==> config.mk <==
export PLATFORM = sky130hd
export DESIGN_NAME = pcdcl_loader
export DESIGN_NICKNAME = d
export VERILOG_FILES = /design/src/verilog/pcdcl_i2c_target.v /design/src/verilog/pcdcl_loader.v
export VERILOG_INCLUDE_DIRS = /design/src /design/src/verilog
export SDC_FILE = /design/constraint.sdc
export NUM_CORES = 1
export LEC_CHECK = 0
export BUFFER_PORTS_ARGS = -buffer_cell sky130_fd_sc_hd__buf_4
export CAP_MARGIN = 20
export CORE_UTILIZATION = 60
export DETAILED_ROUTE_END_ITERATION = 8
export PLACE_DENSITY = 0.8
export SLEW_MARGIN = 40
export SYNTH_ARGS = -nofsm -noshare
export SYNTH_HDL_FRONTEND = slang
export SYNTH_HIERARCHICAL = 1
export SYNTH_SLANG_ARGS = --single-unit
==> constraint.sdc <==
create_clock -name clk -period 12.7 [get_ports clk]
set_input_delay 0 -clock clk [delete_from_list [all_inputs] [get_ports clk]]
set_output_delay 0 -clock clk [all_outputs]
set_load 0.03 [all_outputs]
==> src/verilog/pcdcl_defines.vh <==
// Purpose: Shared constants of the power-up default configuration loader.
// Assumes: Included by its bare name from the design files.
// Notes:   Offsets are byte addresses on the serial register link.
`ifndef PCDCL_DEFINES_VH
`define PCDCL_DEFINES_VH

`define PCDCL_NREG          13
`define PCDCL_LAST_IDX      4'hC
`define PCDCL_CFG_FIRST     8'hA0
`define PCDCL_CFG_LAST      8'hAC
`define PCDCL_OFS_SAFE      8'hA0
`define PCDCL_OFS_SERIAL    8'hA1
`define PCDCL_OFS_CTRL1     8'hA2
`define PCDCL_OFS_CTRL2     8'hA3
`define PCDCL_OFS_CTRL3     8'hA4
`define PCDCL_OFS_FREQ      8'hA5
`define PCDCL_OFS_RAMP      8'hA6
`define PCDCL_OFS_PWRBTN    8'hA7
`define PCDCL_OFS_WDSETUP   8'hA8
`define PCDCL_OFS_WDEXPIRE  8'hA9
`define PCDCL_OFS_WDCOUNT   8'hAA
`define PCDCL_OFS_FLTCNT    8'hAB
`define PCDCL_OFS_FLTTMR    8'hAC
`define PCDCL_OFS_PAGE      8'h00
`define PCDCL_OFS_FLAGS     8'h01
`define PCDCL_OFS_MODE      8'h02

`define PCDCL_HW_SAFE       8'h00
`define PCDCL_HW_SERIAL     8'h00
`define PCDCL_HW_CTRL1      8'h02
`define PCDCL_HW_CTRL2      8'h05
`define PCDCL_HW_CTRL3      8'h01
`define PCDCL_HW_FREQ       8'h00
`define PCDCL_HW_RAMP       8'h55
`define PCDCL_HW_PWRBTN     8'h00
`define PCDCL_HW_WDSETUP    8'h10
`define PCDCL_HW_WDEXPIRE   8'h07
`define PCDCL_HW_WDCOUNT    8'hAF
`define PCDCL_HW_FLTCNT     8'hFF
`define PCDCL_HW_FLTTMR     8'h0F

`define PCDCL_TRIAL_ADDR    7'h08
`define PCDCL_BASE_ADDR     7'h08
`define PCDCL_ADDR_LSB      0
`define PCDCL_SECURE_BIT    6
`define PCDCL_CRC_BIT       7
`define PCDCL_FLAG_TRIM     0
`define PCDCL_FLAG_FUSE     1
`define PCDCL_FLAG_STEST    2
`define PCDCL_MIRROR_PAGE   3'h1
`define PCDCL_PAGE_RESET    3'h0
`define PCDCL_MIRROR_RESET  8'h00

`endif

==> src/verilog/pcdcl_i2c_target.v <==
// Purpose: Serial link target that moves bytes between the link and the register file.
// Assumes: The link clock is slow against clk and is sampled, never used as a clock.
// Notes:   Open-drain data: sda_out is always low and sda_oe pulls the line.
`include "pcdcl_defines.vh"
module pcdcl_i2c_target (
  input  wire       clk,
  input  wire       sys_rst,
  input  wire       clk_en,
  input  wire       scl_in,
  input  wire       sda_in,
  input  wire [6:0] own_addr,
  input  wire [7:0] tx_data,
  output wire       sda_out,
  output reg        sda_oe,
  output reg        rx_stb,
  output reg        rx_first,
  output reg  [7:0] rx_data,
  output reg        tx_done
);
  localparam S_IDLE = 7'b0000001;
  localparam S_ADDR = 7'b0000010;
  localparam S_AACK = 7'b0000100;
  localparam S_WR   = 7'b0001000;
  localparam S_WACK = 7'b0010000;
  localparam S_RD   = 7'b0100000;
  localparam S_RACK = 7'b1000000;

  reg [1:0] scl_s_r;
  reg [1:0] sda_s_r;
  reg       scl_d_r;
  reg       sda_d_r;
  reg [6:0] st_r;
  reg [2:0] cnt_r;
  reg [7:0] sh_r;
  reg       full_r;
  reg       read_r;
  reg       first_r;
  wire scl = scl_s_r[1];
  wire sda = sda_s_r[1];
  wire rise = scl & ~scl_d_r;
  wire fall = ~scl & scl_d_r;
  wire start = scl & scl_d_r & sda_d_r & ~sda;
  wire stop = scl & scl_d_r & ~sda_d_r & sda;

  assign sda_out = 1'b0;

  always @(posedge clk or posedge sys_rst) begin
    if (sys_rst) begin
      scl_s_r <= 2'h3;
      sda_s_r <= 2'h3;
      scl_d_r <= 1'b1;
      sda_d_r <= 1'b1;
      st_r <= S_IDLE;
      cnt_r <= 3'h0;
      sh_r <= 8'h00;
      full_r <= 1'b0;
      read_r <= 1'b0;
      first_r <= 1'b0;
      sda_oe <= 1'b0;
      rx_stb <= 1'b0;
      rx_first <= 1'b0;
      rx_data <= 8'h00;
      tx_done <= 1'b0;
    end else if (clk_en) begin
      scl_s_r <= {scl_s_r[0], scl_in};
      sda_s_r <= {sda_s_r[0], sda_in};
      scl_d_r <= scl;
      sda_d_r <= sda;
      rx_stb <= 1'b0;
      tx_done <= 1'b0;
      if (start) begin
        st_r <= S_ADDR;
        cnt_r <= 3'h0;
        full_r <= 1'b0;
        sda_oe <= 1'b0;
      end else if (stop) begin
        st_r <= S_IDLE;
        sda_oe <= 1'b0;
      end else if (rise) begin
        if (st_r == S_ADDR || st_r == S_WR) begin
          sh_r <= {sh_r[6:0], sda};
          cnt_r <= cnt_r + 3'h1;
          full_r <= (cnt_r == 3'h7);
        end else if (st_r == S_RACK && sda) begin
          // A refused read byte ends the transfer until the next start.
          st_r <= S_IDLE;
        end
      end else if (fall) begin
        case (st_r)
          S_ADDR: begin
            if (full_r && sh_r[7:1] == own_addr) begin
              read_r <= sh_r[0];
              first_r <= 1'b1;
              sda_oe <= 1'b1;
              st_r <= S_AACK;
            end else if (full_r) begin
              st_r <= S_IDLE;
            end
          end
          S_WR: begin
            if (full_r) begin
              rx_stb <= 1'b1;
              rx_first <= first_r;
              rx_data <= sh_r;
              first_r <= 1'b0;
              sda_oe <= 1'b1;
              st_r <= S_WACK;
            end
          end
          S_RD: begin
            cnt_r <= cnt_r + 3'h1;
            if (cnt_r == 3'h7) begin
              sda_oe <= 1'b0;
              tx_done <= 1'b1;
              st_r <= S_RACK;
            end else begin
              sda_oe <= ~sh_r[6];
              sh_r <= {sh_r[6:0], 1'b0};
            end
          end
          S_AACK, S_WACK, S_RACK: begin
            full_r <= 1'b0;
            cnt_r <= 3'h0;
            if (read_r) begin
              sh_r <= tx_data;
              sda_oe <= ~tx_data[7];
              st_r <= S_RD;
            end else begin
              sda_oe <= 1'b0;
              st_r <= S_WR;
            end
          end
          default: st_r <= S_IDLE;
        endcase
      end
    end
  end
endmodule // pcdcl_i2c_target

==> src/verilog/pcdcl_loader.v <==
// Purpose: Selects, loads and guards the power-up default configuration.
// Assumes: Fuse array answers in the same cycle; flag and sequencer inputs share clk.
// Notes:   Mode is latched at each load or power-up, page access follows the live pin.
// How it works
// [RULE_01] Trial mode: plain link, no checksum, no secure write.
// [RULE_02] Trial mode answers on fixed address 0x08.
// [RULE_03] Trial mode disables all watchdog supervision.
// [RULE_04] Page 1 reaches mirrors while trial pin high; the gate also needs the source pin low.
// [RULE_05] Trial pin low refuses extended pages.
// [RULE_06] Mirrors preload from fuses, host-writable in trial.
// [RULE_07] System holds trial pin low for full features.
// [RULE_08] Supply undervoltage resets mirrors; redo trial setup.
// [RULE_09] Fuse burning only in trial and quiescent off.
// [RULE_10] Hardwired source copies fixed defaults on reload.
// [RULE_11] Trim still read; trim failure sets flag.
// [RULE_12] Hardwired source plus trial pin means debug.
// [RULE_13] Debug forces quiescent off; self-test result recorded.
// [RULE_14] Hardwired source keeps fuse-load flag at zero.
// [RULE_15] Any failure flag blocks power-up until cleared.
// [RULE_16] Flags writable only in debug mode.
// [RULE_17] Default expiry limit selects count of eight.
// [RULE_18] Default counter: 1024 ms window, count 16.
// [RULE_19] Default fault counters all ones, sixteen each.
// [RULE_20] Default timers: one minute, fault timer off.
// [RULE_21] Default frequency 2.5 MHz, sync in/out off.
// [RULE_22] Default watchdog: rising-edge soft reset, timer off.
// [RULE_23] Grounded source pin takes defaults from mirrors.
// [RULE_24] Fuse source: fuses to mirrors, then mirrors onward.
// [RULE_25] Pins sampled at load or power-up, then held; the page gate and the burn window follow the live pins.
`include "pcdcl_defines.vh"
module pcdcl_loader (
  input  wire         clk,
  input  wire         sys_rst,
  input  wire         clk_en,
  input  wire         trial_mode_pin,
  input  wire         config_source_pin,
  input  wire         input_supply_ok,
  input  wire         power_up_event,
  input  wire         scl_in,
  input  wire         sda_in,
  output wire         sda_out,
  output wire         sda_oe,
  output wire [3:0]   fuse_addr,
  input  wire [7:0]   fuse_data,
  input  wire         trim_fail,
  input  wire         fuse_fail,
  input  wire         selftest_done,
  input  wire         selftest_fail,
  input  wire         quiescent_off_state,
  input  wire         reload_req,
  output wire [103:0] func_cfg,
  output wire [6:0]   i2c_own_addr,
  output reg          crc_en,
  output reg          secure_wr_en,
  output reg  [7:0]   wdog_cfg,
  output reg          wdog_active,
  output wire         trial_config_mode,
  output wire         debug_mode,
  output wire         force_qoff,
  output reg          power_up_go,
  output reg          fuse_prog_allow,
  output wire         load_busy
);
  localparam LD_IDLE = 3'b001;
  localparam LD_FUSE = 3'b010;
  localparam LD_COPY = 3'b100;

  reg  [7:0] mir_r [0:`PCDCL_NREG-1];
  reg  [7:0] fnc_r [0:`PCDCL_NREG-1];
  reg  [3:0] sa_r;
  reg  [3:0] sb_r;
  reg        uv_d_r;
  reg        pu_d_r;
  reg  [2:0] ld_r;
  reg  [3:0] idx_r;
  reg        trial_r;
  reg        hw_r;
  reg  [2:0] page_r;
  reg  [2:0] flag_r;
  reg  [2:0] flag_nxt;
  reg  [7:0] ptr_r;
  reg  [7:0] tx_data;
  wire       rx_stb;
  wire       rx_first;
  wire [7:0] rx_data;
  wire       tx_done;
  integer    i;
  genvar     g;

  wire trial_s = sb_r[0];
  wire src_s = sb_r[1];
  wire uv_s = sb_r[2];
  wire pu_s = sb_r[3];
  wire uv_rise = uv_s & ~uv_d_r;
  wire pu_rise = pu_s & ~pu_d_r;
  wire wr_stb = rx_stb & ~rx_first;
  wire ext_page = (page_r != `PCDCL_PAGE_RESET);
  // The page gate and the burn window follow the live pins, not the latched mode.
  wire trial_fuse_s = trial_s & ~src_s;
  // [RULE_04] Mirror page gate
  // [RULE_05] Live pin gate
  wire mir_ok = trial_fuse_s & (page_r == `PCDCL_MIRROR_PAGE);
  wire ld_start = uv_rise | (reload_req & uv_s);

  function is_cfg;
    input [7:0] a;
    begin
      is_cfg = (a >= `PCDCL_CFG_FIRST) && (a <= `PCDCL_CFG_LAST);
    end
  endfunction

  function [3:0] cfg_idx;
    input [7:0] a;
    reg   [7:0] d;
    begin
      d = a - `PCDCL_CFG_FIRST;
      cfg_idx = d[3:0];
    end
  endfunction

  function last_row;
    input [3:0] n;
    begin
      last_row = (n == `PCDCL_LAST_IDX);
    end
  endfunction

  // The fixed set is kept as constants so it cannot drift with fuse contents.
  function [7:0] hw_default;
    input [3:0] n;
    begin
      case (n)
        4'h0: hw_default = `PCDCL_HW_SAFE;
        4'h1: hw_default = `PCDCL_HW_SERIAL;
        4'h2: hw_default = `PCDCL_HW_CTRL1;
        4'h3: hw_default = `PCDCL_HW_CTRL2;
        4'h4: hw_default = `PCDCL_HW_CTRL3;
        // [RULE_21] Frequency default
        4'h5: hw_default = `PCDCL_HW_FREQ;
        4'h6: hw_default = `PCDCL_HW_RAMP;
        4'h7: hw_default = `PCDCL_HW_PWRBTN;
        // [RULE_22] Watchdog setup default
        4'h8: hw_default = `PCDCL_HW_WDSETUP;
        // [RULE_17] Expiry limit default
        4'h9: hw_default = `PCDCL_HW_WDEXPIRE;
        // [RULE_18] Counter default
        4'hA: hw_default = `PCDCL_HW_WDCOUNT;
        // [RULE_19] Fault counters default
        4'hB: hw_default = `PCDCL_HW_FLTCNT;
        // [RULE_20] Fault timers default
        4'hC: hw_default = `PCDCL_HW_FLTTMR;
        default: hw_default = 8'h00;
      endcase
    end
  endfunction

  pcdcl_i2c_target u_link (
    .clk      (clk),
    .sys_rst  (sys_rst),
    .clk_en   (clk_en),
    .scl_in   (scl_in),
    .sda_in   (sda_in),
    .own_addr (i2c_own_addr),
    .tx_data  (tx_data),
    .sda_out  (sda_out),
    .sda_oe   (sda_oe),
    .rx_stb   (rx_stb),
    .rx_first (rx_first),
    .rx_data  (rx_data),
    .tx_done  (tx_done)
  );

  generate
    for (g = 0; g < `PCDCL_NREG; g = g + 1) begin : g_out
      assign func_cfg[g*8 +: 8] = fnc_r[g];
    end
  endgenerate

  assign fuse_addr = idx_r;
  assign load_busy = ~ld_r[0];
  // [RULE_12] Hardwired source gives debug
  assign trial_config_mode = trial_r & ~hw_r;
  assign debug_mode = trial_r & hw_r;
  // [RULE_13] Low-power-off default ignored
  assign force_qoff = debug_mode;
  // [RULE_02] Fixed address in trial
  assign i2c_own_addr = trial_config_mode ? `PCDCL_TRIAL_ADDR
                      : (`PCDCL_BASE_ADDR | {4'h0, fnc_r[1][`PCDCL_ADDR_LSB +: 3]});

  // Pins and the supply level come from outside the clock domain.
  always @(posedge clk or posedge sys_rst) begin
    if (sys_rst) begin
      sa_r <= 4'h0;
      sb_r <= 4'h0;
      uv_d_r <= 1'b0;
      pu_d_r <= 1'b0;
    end else if (clk_en) begin
      sa_r <= {power_up_event, input_supply_ok, config_source_pin, trial_mode_pin};
      sb_r <= sa_r;
      uv_d_r <= uv_s;
      pu_d_r <= pu_s;
    end
  end

  always @* begin
    tx_data = 8'h00;
    if (ptr_r == `PCDCL_OFS_PAGE)
      tx_data = {5'h00, page_r};
    else if (ext_page && is_cfg(ptr_r) && mir_ok)
      tx_data = mir_r[cfg_idx(ptr_r)];
    else if (!ext_page && ptr_r == `PCDCL_OFS_FLAGS)
      tx_data = {5'h00, flag_r};
    else if (!ext_page && ptr_r == `PCDCL_OFS_MODE)
      tx_data = {5'h00, load_busy, debug_mode, trial_config_mode};
    else if (!ext_page && is_cfg(ptr_r))
      tx_data = fnc_r[cfg_idx(ptr_r)];
  end

  // Load sequencer, mode latch and the two register sets.
  always @(posedge clk or posedge sys_rst) begin
    if (sys_rst) begin
      ld_r <= LD_IDLE;
      idx_r <= 4'h0;
      trial_r <= 1'b0;
      hw_r <= 1'b0;
      for (i = 0; i < `PCDCL_NREG; i = i + 1) begin
        mir_r[i] <= `PCDCL_MIRROR_RESET;
        fnc_r[i] <= `PCDCL_MIRROR_RESET;
      end
    end else if (clk_en) begin
      // [RULE_25] Mode sampled and held
      if (ld_start || pu_rise) begin
        trial_r <= trial_s;
        hw_r <= src_s;
      end
      // [RULE_06] Host edits mirrors
      if (wr_stb && ext_page && mir_ok && is_cfg(ptr_r) && ld_r[0])
        mir_r[cfg_idx(ptr_r)] <= rx_data;
      case (ld_r)
        LD_IDLE: begin
          idx_r <= 4'h0;
          // [RULE_24] Fuse stage on supply rise
          if (uv_rise && !src_s)
            ld_r <= LD_FUSE;
          else if (ld_start)
            ld_r <= LD_COPY;
        end
        LD_FUSE: begin
          mir_r[idx_r] <= fuse_data;
          idx_r <= idx_r + 4'h1;
          if (last_row(idx_r)) begin
            idx_r <= 4'h0;
            ld_r <= LD_COPY;
          end
        end
        LD_COPY: begin
          // [RULE_10] Hardwired set copied
          // [RULE_23] Mirrors feed functional set
          fnc_r[idx_r] <= hw_r ? hw_default(idx_r) : mir_r[idx_r];
          idx_r <= idx_r + 4'h1;
          if (last_row(idx_r))
            ld_r <= LD_IDLE;
        end
        default: ld_r <= LD_IDLE;
      endcase
      // [RULE_08] Mirrors lost below threshold
      if (!uv_s) begin
        ld_r <= LD_IDLE;
        for (i = 0; i < `PCDCL_NREG; i = i + 1)
          mir_r[i] <= `PCDCL_MIRROR_RESET;
      end
    end
  end

  // Hardware sets always beat a host write in the same cycle.
  always @* begin
    flag_nxt = flag_r;
    // [RULE_16] Debug-only flag writes
    if (wr_stb && !ext_page && ptr_r == `PCDCL_OFS_FLAGS && debug_mode)
      flag_nxt = rx_data[2:0];
    if (ld_r[2] && last_row(idx_r)) begin
      // [RULE_11] Trim failure flagged
      if (trim_fail)
        flag_nxt[`PCDCL_FLAG_TRIM] = 1'b1;
      if (fuse_fail && !hw_r)
        flag_nxt[`PCDCL_FLAG_FUSE] = 1'b1;
    end
    // [RULE_14] Fuse flag zero when hardwired
    if (hw_r)
      flag_nxt[`PCDCL_FLAG_FUSE] = 1'b0;
    // [RULE_13] Self-test outcome recorded
    if (selftest_done)
      flag_nxt[`PCDCL_FLAG_STEST] = selftest_fail;
  end

  // Register pointer and page select.
  always @(posedge clk or posedge sys_rst) begin
    if (sys_rst) begin
      ptr_r <= 8'h00;
      page_r <= `PCDCL_PAGE_RESET;
    end else if (clk_en) begin
      if (rx_stb && rx_first)
        ptr_r <= rx_data;
      else if (wr_stb || tx_done)
        ptr_r <= ptr_r + 8'h01;
      if (wr_stb && ptr_r == `PCDCL_OFS_PAGE)
        page_r <= rx_data[2:0];
    end
  end

  // Failure flags and the power-up gate.
  always @(posedge clk or posedge sys_rst) begin
    if (sys_rst) begin
      flag_r <= 3'h0;
      power_up_go <= 1'b0;
    end else if (clk_en) begin
      flag_r <= flag_nxt;
      // A power-up edge that lands during a load is dropped, not queued.
      // [RULE_15] Flags block power-up
      power_up_go <= pu_rise && (flag_r == 3'h0) && uv_s && ld_r[0];
    end
  end

  // Link options and watchdog set-up are registered so a mode change never glitches them.
  always @(posedge clk or posedge sys_rst) begin
    if (sys_rst) begin
      crc_en <= 1'b0;
      secure_wr_en <= 1'b0;
      wdog_cfg <= 8'h00;
      wdog_active <= 1'b0;
      fuse_prog_allow <= 1'b0;
    end else if (clk_en) begin
      // [RULE_01] Standard link form in trial
      crc_en <= fnc_r[1][`PCDCL_CRC_BIT] & ~trial_config_mode;
      secure_wr_en <= fnc_r[1][`PCDCL_SECURE_BIT] & ~trial_config_mode;
      // [RULE_03] Watchdog off in trial
      wdog_cfg <= trial_config_mode ? 8'h00 : fnc_r[8];
      wdog_active <= ~trial_config_mode;
      // [RULE_09] Fuse burning window
      fuse_prog_allow <= trial_fuse_s & quiescent_off_state;
    end
  end
endmodule // pcdcl_loader

==> results.tsv, run 1 <==
stage	metric	value	unit
clock_tree	cts_tree	yes	
timing	setup_tns	0	ps
drt	vias	16100	
timing	max_freq	0.251	GHz
placed_design	gp_routability_congestion	0.966	
final_layout	fin_cells	2206	
drt	wl	59200	um
grt	grt_first_pass_wirelength	90100	um
clock_tree	postCtsSetupBuffers	0	
synth	synth_edf_count	0	
drt	drt_first_pass_iters	9	
clock_tree	cts_root_buf	clkbuf_16	
floorplan	core_area	28200	sq um
timing	timing.final.crit_share	0.314	
clock_tree	clk_pin_slew	60	ps
final_layout	syn_to_final_growth	14.7	%
synth	synth_seq_cells	293	
final_layout	final_layout_size_suffix_gt1_frac	0.226	
floorplan	fp.dieH	172	um
floorplan	die_x	172	um
timing	rsz0062_at_grt	no	
synth	ys_seq_area_frac	0.422	
placed_design	dp.cells	2121	
drt	drtIter0Drc	2404	
worst_setup_path	worstPathArrival	4430	ps
synth	async_reset_ff_frac	1.00	
synth	syn_avg_cell_area	10.1	sq um
worst_setup_path	endpoint_kind	flop	
min_path	hold_class	primary input to asynchronous set/reset pin	
placed_design	portBuffers	151	
final_layout	final_nets	1845	
grt	grt_overflow	0	
synth	synth_area	17400	sq um
synth	synth_top_cell_by_area	dfrtp_1	
placed_design	hpwl	38800	um
power	power_density	127	nW/um^2
drt	route.detailed.drc	0	
power	leakage	8.30	nW
placed_design	post_dp_cell_area	18600	sq um
worst_setup_path	path_max_fanout	36	
synth	yosysMostFrequentCell	dfrtp_1	
status	outcome	finished clean	
clock_tree	clock_sinks	293	
timing	finalHoldViolCount	0	
final_layout	finalInstanceArea	19900	sq um
grt	gr-usage-all-layers	0.404	
floorplan	start_util	0.617	
grt	grt_pass1_vias	15400	
timing	fin_worst_skew	20.2	ps
grt	grt_max_degree	129	
worst_setup_path	crit_path_start_kind	flop	
clock_tree	htree_num_levels	2	
synth	yosys-top-cells-area	dfrtp_1 41%, mux4_2 7.8%, o21ai_0 7.0%	
clock_tree	clockBufferDepth	3	
timing	fin_crit	3990	ps
synth	yosysWarnings	6	
floorplan	rows	61	
synth	synth_cells	1718	
grt	antenna_found_initial	0	
synth	synth_top_area_frac	0.410	
floorplan	io_pins	157	
worst_setup_path	required	13140	ps
synth	synthTopCellsByCount	285 x dfrtp_1, 244 x o21ai_0, 198 x nand2_1	
power	irDropWorstVdd	0.000102	V
timing	tightest_slew	925	ps
worst_setup_path	crit_type	flop to flop	
synth	ys.flop_type	dfrtp_1	
timing	setup_viol	0	
final_layout	antenna_cells	0	
clock_tree	cts_made_buffers	34	
drt	drtAntennaViolNets	0	
drt	via_per_inst	7.28	
clock_tree	clk_latency	530	ps
timing	timing.final.max_slew_violations	0	
flow_run	drv_cap	0	
timing	relSlewSlack	0.383	
floorplan	dieArea	29700	sq um
drt	wl_per_cell	26.8	um
synth	yosysUniqueCellTypes	94	
==> worst max-delay path, stage by stage, from the launching register on <==
cell           delay (ps)
dfrtp_4               770
buf_4                 660
ha_1                  250
buf_4                 360
nand3_1               110
nor2_1                310
a22o_1                200
dlygate4sd3_1         550
a22o_1                110
dlygate4sd3_1         550
==> layout make-up <==
class	count	area (sq um)
well taps	378	473
multi-input cells	1250	9310
flip-flops and latches	293	7350
inverters	27	114
clock buffers	48	953
fillers	2071	8220
clock inverters	9	141
repair buffers	201	1600
==> sequential cells by signal, indices dropped and copies added (netlist names), 2 cells and up <==
signal / flops
flag_r: 3
u_link/rx_data: 8
u_link/sh_r: 8
mir_r: 104
u_link/scl_s_r: 2
sb_r: 4
func_cfg: 104
wdog_cfg: 8
u_link/cnt_r: 3
u_link/st_r: 7
sa_r: 4
fuse_addr: 4
ptr_r: 8
u_link/sda_s_r: 2
page_r: 3
ld_r: 3
==> placed cells by master (no fill, tap or decap), types with 10 or more instances in the layout <==
cell type	synthesis	final
a21oi_1	69	69
a221oi_1	12	12
a22o_1	15	15
a22oi_1	11	11
a31oi_1	58	58
and3_1	20	20
buf_4	16	170
clkbuf_16	0	34
dfrtp_1	285	283
dlygate4sd3_1	0	27
ha_1	15	15
inv_1	26	25
mux2_2	71	71
mux2i_1	18	18
mux4_2	60	60
nand2_1	198	198
nand2b_1	16	16
nand3_1	55	55
nor2_1	43	42
nor2b_1	16	13
nor3_1	21	20
nor4_4	8	10
o2111ai_1	50	50
o21ai_0	244	244
o2bb2ai_1	85	85
xnor2_1	10	10
==> cells by family after synthesis <==
group | after synthesis | synth area share
multiplexers | 160 | 0.150
other | 3 | 0.000648
AND/OR/NAND/NOR | 445 | 0.135
XOR/XNOR | 11 | 0.00554
AO/OA/AOI/OAI | 610 | 0.229
adder cells (fa/ha/maj) | 15 | 0.0108
buffers and inverters | 181 | 0.0467
flip-flops | 293 | 0.422
==> worst paths after layout <==
| check | start | end | slack [ps] | cells after the start |
|---|---|---|---|---|
| worst max-delay path | ptr_r[0] | flag_r[2] | 8710 | 9 |
| worst min-delay path | sys_rst | ptr_r[2] | 100 | 3 |
| worst max register to register | ptr_r[0] | flag_r[2] | 8710 | 9 |
| worst min register to register | fuse_prog_allow | fuse_prog_allow | 480 | 1 |
| max in group asynchronous | sys_rst | func_cfg[84] | 10920 | 6 |
| min in group clk | reload_req | hw_r | 160 | 6 |
==> routing by layer <==
layer  part of all wire  up-vias  GRT usage
met5            0.00054        -          0
met4              0.055        2      0.206
met3               0.12      270      0.111
met2               0.45     1166      0.611
met1               0.38     7910      0.536
li1                   -     6720          -
==> metrics by stage <==
step	power (W)	setup WS (ps)	hold WS (ps)	utilization
after floorplan	0.00138	5720	137	-
after global placement	0.00152	8880	186	0.657
after detailed placement	0.00153	8840	143	0.659
after CTS	0.00252	8830	129	0.707
after global routing	0.00261	8500	191	0.708
final	0.00254	8710	97.7	0.708
==> where the power goes <==
group          internal (W)  switching [W]  total (W)
Clock              0.000586       0.000402   0.000987
Combinational      0.000168       0.000342   0.000510
Sequential         0.000973      0.0000663    0.00104
Total               0.00173       0.000810    0.00254
==> repair_timing <==
| item | 4_1_cts | 5_1_grt |
|---|---|---|
| hold buffers | 27 | 0 |
| resized for setup | 0 | 0 |
| endpoints found under the hold margin | 217 | 0 |
(Power assumes the default switching activity.)
==> inputs of run 2 (changes only) <==
CORE_UTILIZATION = 55   (was 60)
PLACE_DENSITY = 0.78   (was 0.8)
clock period = 3.6 ns   (was 12.7 ns; I/O delays follow)
==> run 2 against run 1 <==
Against the previous run:
- the run now ends with design-rule violations left
- final cell count up 2.3%
- non-clock buffer count is 27 higher
- critical path depth unchanged
- cell area grew 2.2%
- via count increased by 1.4%
- clock power rose to 4.0 times the previous value
- die area rose by 9.0%
- count of clock-buffer cells in the layout down 2
- sequential share of layout area decreased by 0.80 points
- power increased to 3.7 times the previous value
- global-route usage shrank 3.5 points
- first-iteration DRC count rose by 4.1%
- largest power group is now the clock network
- highest routed layer unchanged
==> results.tsv, run 2 (synthesis gave the netlist of run 1 again) <==
stage	metric	value	unit	change
status	outcome	finished, violations left		was finished clean
status	violations	design-rule violations		
final_layout	final_common_cell	dfrtp_1		unchanged
worst_setup_path	crit_path_start_kind	flop		unchanged
power	leakage	8.51	nW	was 8.30 nW
timing	finalHoldViolCount	0		unchanged
timing	setup_viol	0		unchanged
worst_setup_path	path_max_fanout	29		was 36
clock_tree	cts_root_buf	clkbuf_16		unchanged
floorplan	start_util	0.564		was 0.617
placed_design	gp_routability_congestion	1.00		was 0.966
timing	relSlewSlack	0.394		was 0.383
final_layout	finalInstanceArea	20400	sq um	was 19900 sq um
floorplan	die_x	180	um	was 172 um
final_layout	final_nets	1873		was 1845
placed_design	portBuffers	151		unchanged
power	p_int	0.00651	W	was 0.00173 W
power	irDropWorstVdd	0.000340	V	was 0.000102 V
power	power_density	467	nW/um^2	was 127 nW/um^2
worst_setup_path	slowest_delay	580	ps	was 770 ps
min_path	hold_class	primary input to flop		was primary input to asynchronous set/reset pin
drt	drtIter0Drc	2503		was 2404
clock_tree	cts_tree	yes		unchanged
grt	grt_max_degree	134		was 129
clock_tree	htree_num_levels	2		unchanged
worst_setup_path	path_cells	buf_12 -> ha_1 -> buf_4 -> nand3_1 -> nor2_1 -> a22o_1 -> dlygate4sd3_1 -> a22o_1 -> dlygate4sd3_1		was buf_4 -> ha_1 -> buf_4 -> nand3_1 -> nor2_1 -> a22o_1 -> dlygate4sd3_1 -> a22o_1 -> dlygate4sd3_1
timing	timing.final.crit_share	0.961		was 0.314
clock_tree	clock_sinks	293		unchanged
placed_design	post_dp_cell_area	18800	sq um	was 18600 sq um
final_layout	antenna_cells	0		unchanged
power	swShare	0.315		was 0.319
placed_design	hpwl	40400	um	was 38800 um
drt	via_per_inst	7.22		was 7.28
grt	grt_overflow	0		unchanged
power	pwr-share-seq	0.380		was 0.410
worst_setup_path	endpoint_kind	flop		unchanged
grt	grt_pass1_vias	15400		about the same
floorplan	core_area	30800	sq um	was 28200 sq um
timing	fin_worst_skew	29.6	ps	was 20.2 ps
final_layout	final_layout_size_suffix_gt1_frac	0.242		was 0.226
worst_setup_path	required	4080	ps	was 13140 ps
power	p_switching	0.00300	W	was 0.000810 W
worst_setup_path	worstPathArrival	3940	ps	was 4430 ps
clock_tree	clk_latency	540	ps	was 530 ps
worst_setup_path	worst-path-buf-inv	4		unchanged
floorplan	rows	64		was 61
timing	tightest_slew	909	ps	was 925 ps
drt	drtAntennaViolNets	0		unchanged
floorplan	io_pins	157		unchanged
worst_setup_path	cpMaxStageDelayCell	dfrtp_4		unchanged
clock_tree	cts_made_buffers	35		was 34
grt	antenna_found_initial	2		was 0
drt	wl	60400	um	was 59200 um
grt	grt_first_pass_wirelength	92900	um	was 90100 um
drt	wl_per_cell	26.8	um	about the same
flow_run	drv_cap	0		unchanged
timing	setup_tns	0	ps	unchanged
grt	gr-usage-all-layers	0.370		was 0.404
power	power_frac_comb	0.204		was 0.201
clock_tree	clk_pin_slew	70	ps	was 60 ps
floorplan	fp.dieH	180	um	was 172 um
floorplan	dieArea	32300	sq um	was 29700 sq um
timing	max_freq	0.289	GHz	was 0.251 GHz
worst_setup_path	worst_path_dominant_cell_family	buffers and inverters		unchanged
timing	timing.final.max_slew_violations	0		unchanged
clock_tree	cts_resized	0		unchanged
worst_setup_path	crit_type	flop to flop		unchanged
final_layout	postLayoutCoreUtil	0.661		was 0.708
power	p_clk_frac	0.416		was 0.389
drt	route.detailed.drc	10		was 0
timing	fin_crit	3460	ps	was 3990 ps
final_layout	layout_common_cells	282 x dfrtp_1, 244 x o21ai_0, 198 x nand2_1, 198 x buf_4, 85 x o2bb2ai_1		was 283 x dfrtp_1, 244 x o21ai_0, 198 x nand2_1, 170 x buf_4, 85 x o2bb2ai_1
drt	vias	16300		was 16100
final_layout	syn_to_final_growth	17.2	%	was 14.7%
clock_tree	clockBufferDepth	3		unchanged
drt	drt_first_pass_iters	9		unchanged
timing	rsz0062_at_grt	no		unchanged
==> run 2: final cells by class <==
cell class	instances	area, sq um
Tap cell	396	495
Inverter	27	105
Timing Repair Buffer	228	1880
Multi-Input combinational cell	1250	9270
Sequential cell	293	7350
Clock inverter	16	310
Clock buffer	46	967
Fill cell	2310	10500
==> run 2: path summary, 6_finish.rpt <==
| path | slack (ps) | startpoint | depth (start not counted) | end |
|---|---|---|---|---|
| max reg2reg | 140 | ptr_r[0] | 9 | flag_r[2] |
| min reg2reg | 490 | sa_r[2] | 2 | sb_r[2] |
| max in group asynchronous | 2310 | sys_rst | 5 | func_cfg[92] |
| min | 30 | clk_en | 3 | u_link/scl_d_r |
| min in group asynchronous | 90 | sys_rst | 3 | mir_r[77] |
| max | 140 | ptr_r[0] | 9 | flag_r[2] |
==> run 2: power groups by stage <==
stage / Clock (W) / Sequential [W] / Combinational, W
after detailed placement: 0 / 0.00367 / 0.00180
after global routing: 0.00409 / 0.00363 / 0.00205
final: 0.00395 / 0.00361 / 0.00194
after global placement: 0 / 0.00366 / 0.00176
after floorplan: 0 / 0.00369 / 0.00117
after CTS: 0.00396 / 0.00362 / 0.00184
==> run 2: what timing repair did <==
action,in CTS,in global routing
buffers inserted,0,11
hold endpoints to repair,110,0
setup endpoints to repair,0,1
hold buffers,21,0
==> run 2: tightest hold or removal path: cells and delay by family <==
family	cells	cell delay [ps]
and+or+nand+nor	1	120
buffers and inverters	1	320
AOI/OAI and AO/OA	1	70
==> run 2: metrics by stage <==
step | total power (W) | hold slack [ps] | setup slack, ps | cells
floorplan | 0.00485 | 137 | 257 | 1724
global placement | 0.00543 | 98.2 | 836 | 2160
detailed placement | 0.00548 | 99.2 | 719 | 2160
CTS | 0.00941 | 1.21 | 158 | 2243
global route | 0.00976 | 67.0 | 64.7 | 2256
finish | 0.00951 | 26.5 | 140 | 2256
==> run 2: per-layer routing <==
layer,global-route usage,share of wire,vias to the layer above
met5,0,0.00041,-
met4,0.161,0.048,4
met3,0.0983,0.13,247
met2,0.546,0.44,1291
met1,0.513,0.38,7975
li1,-,-,6770
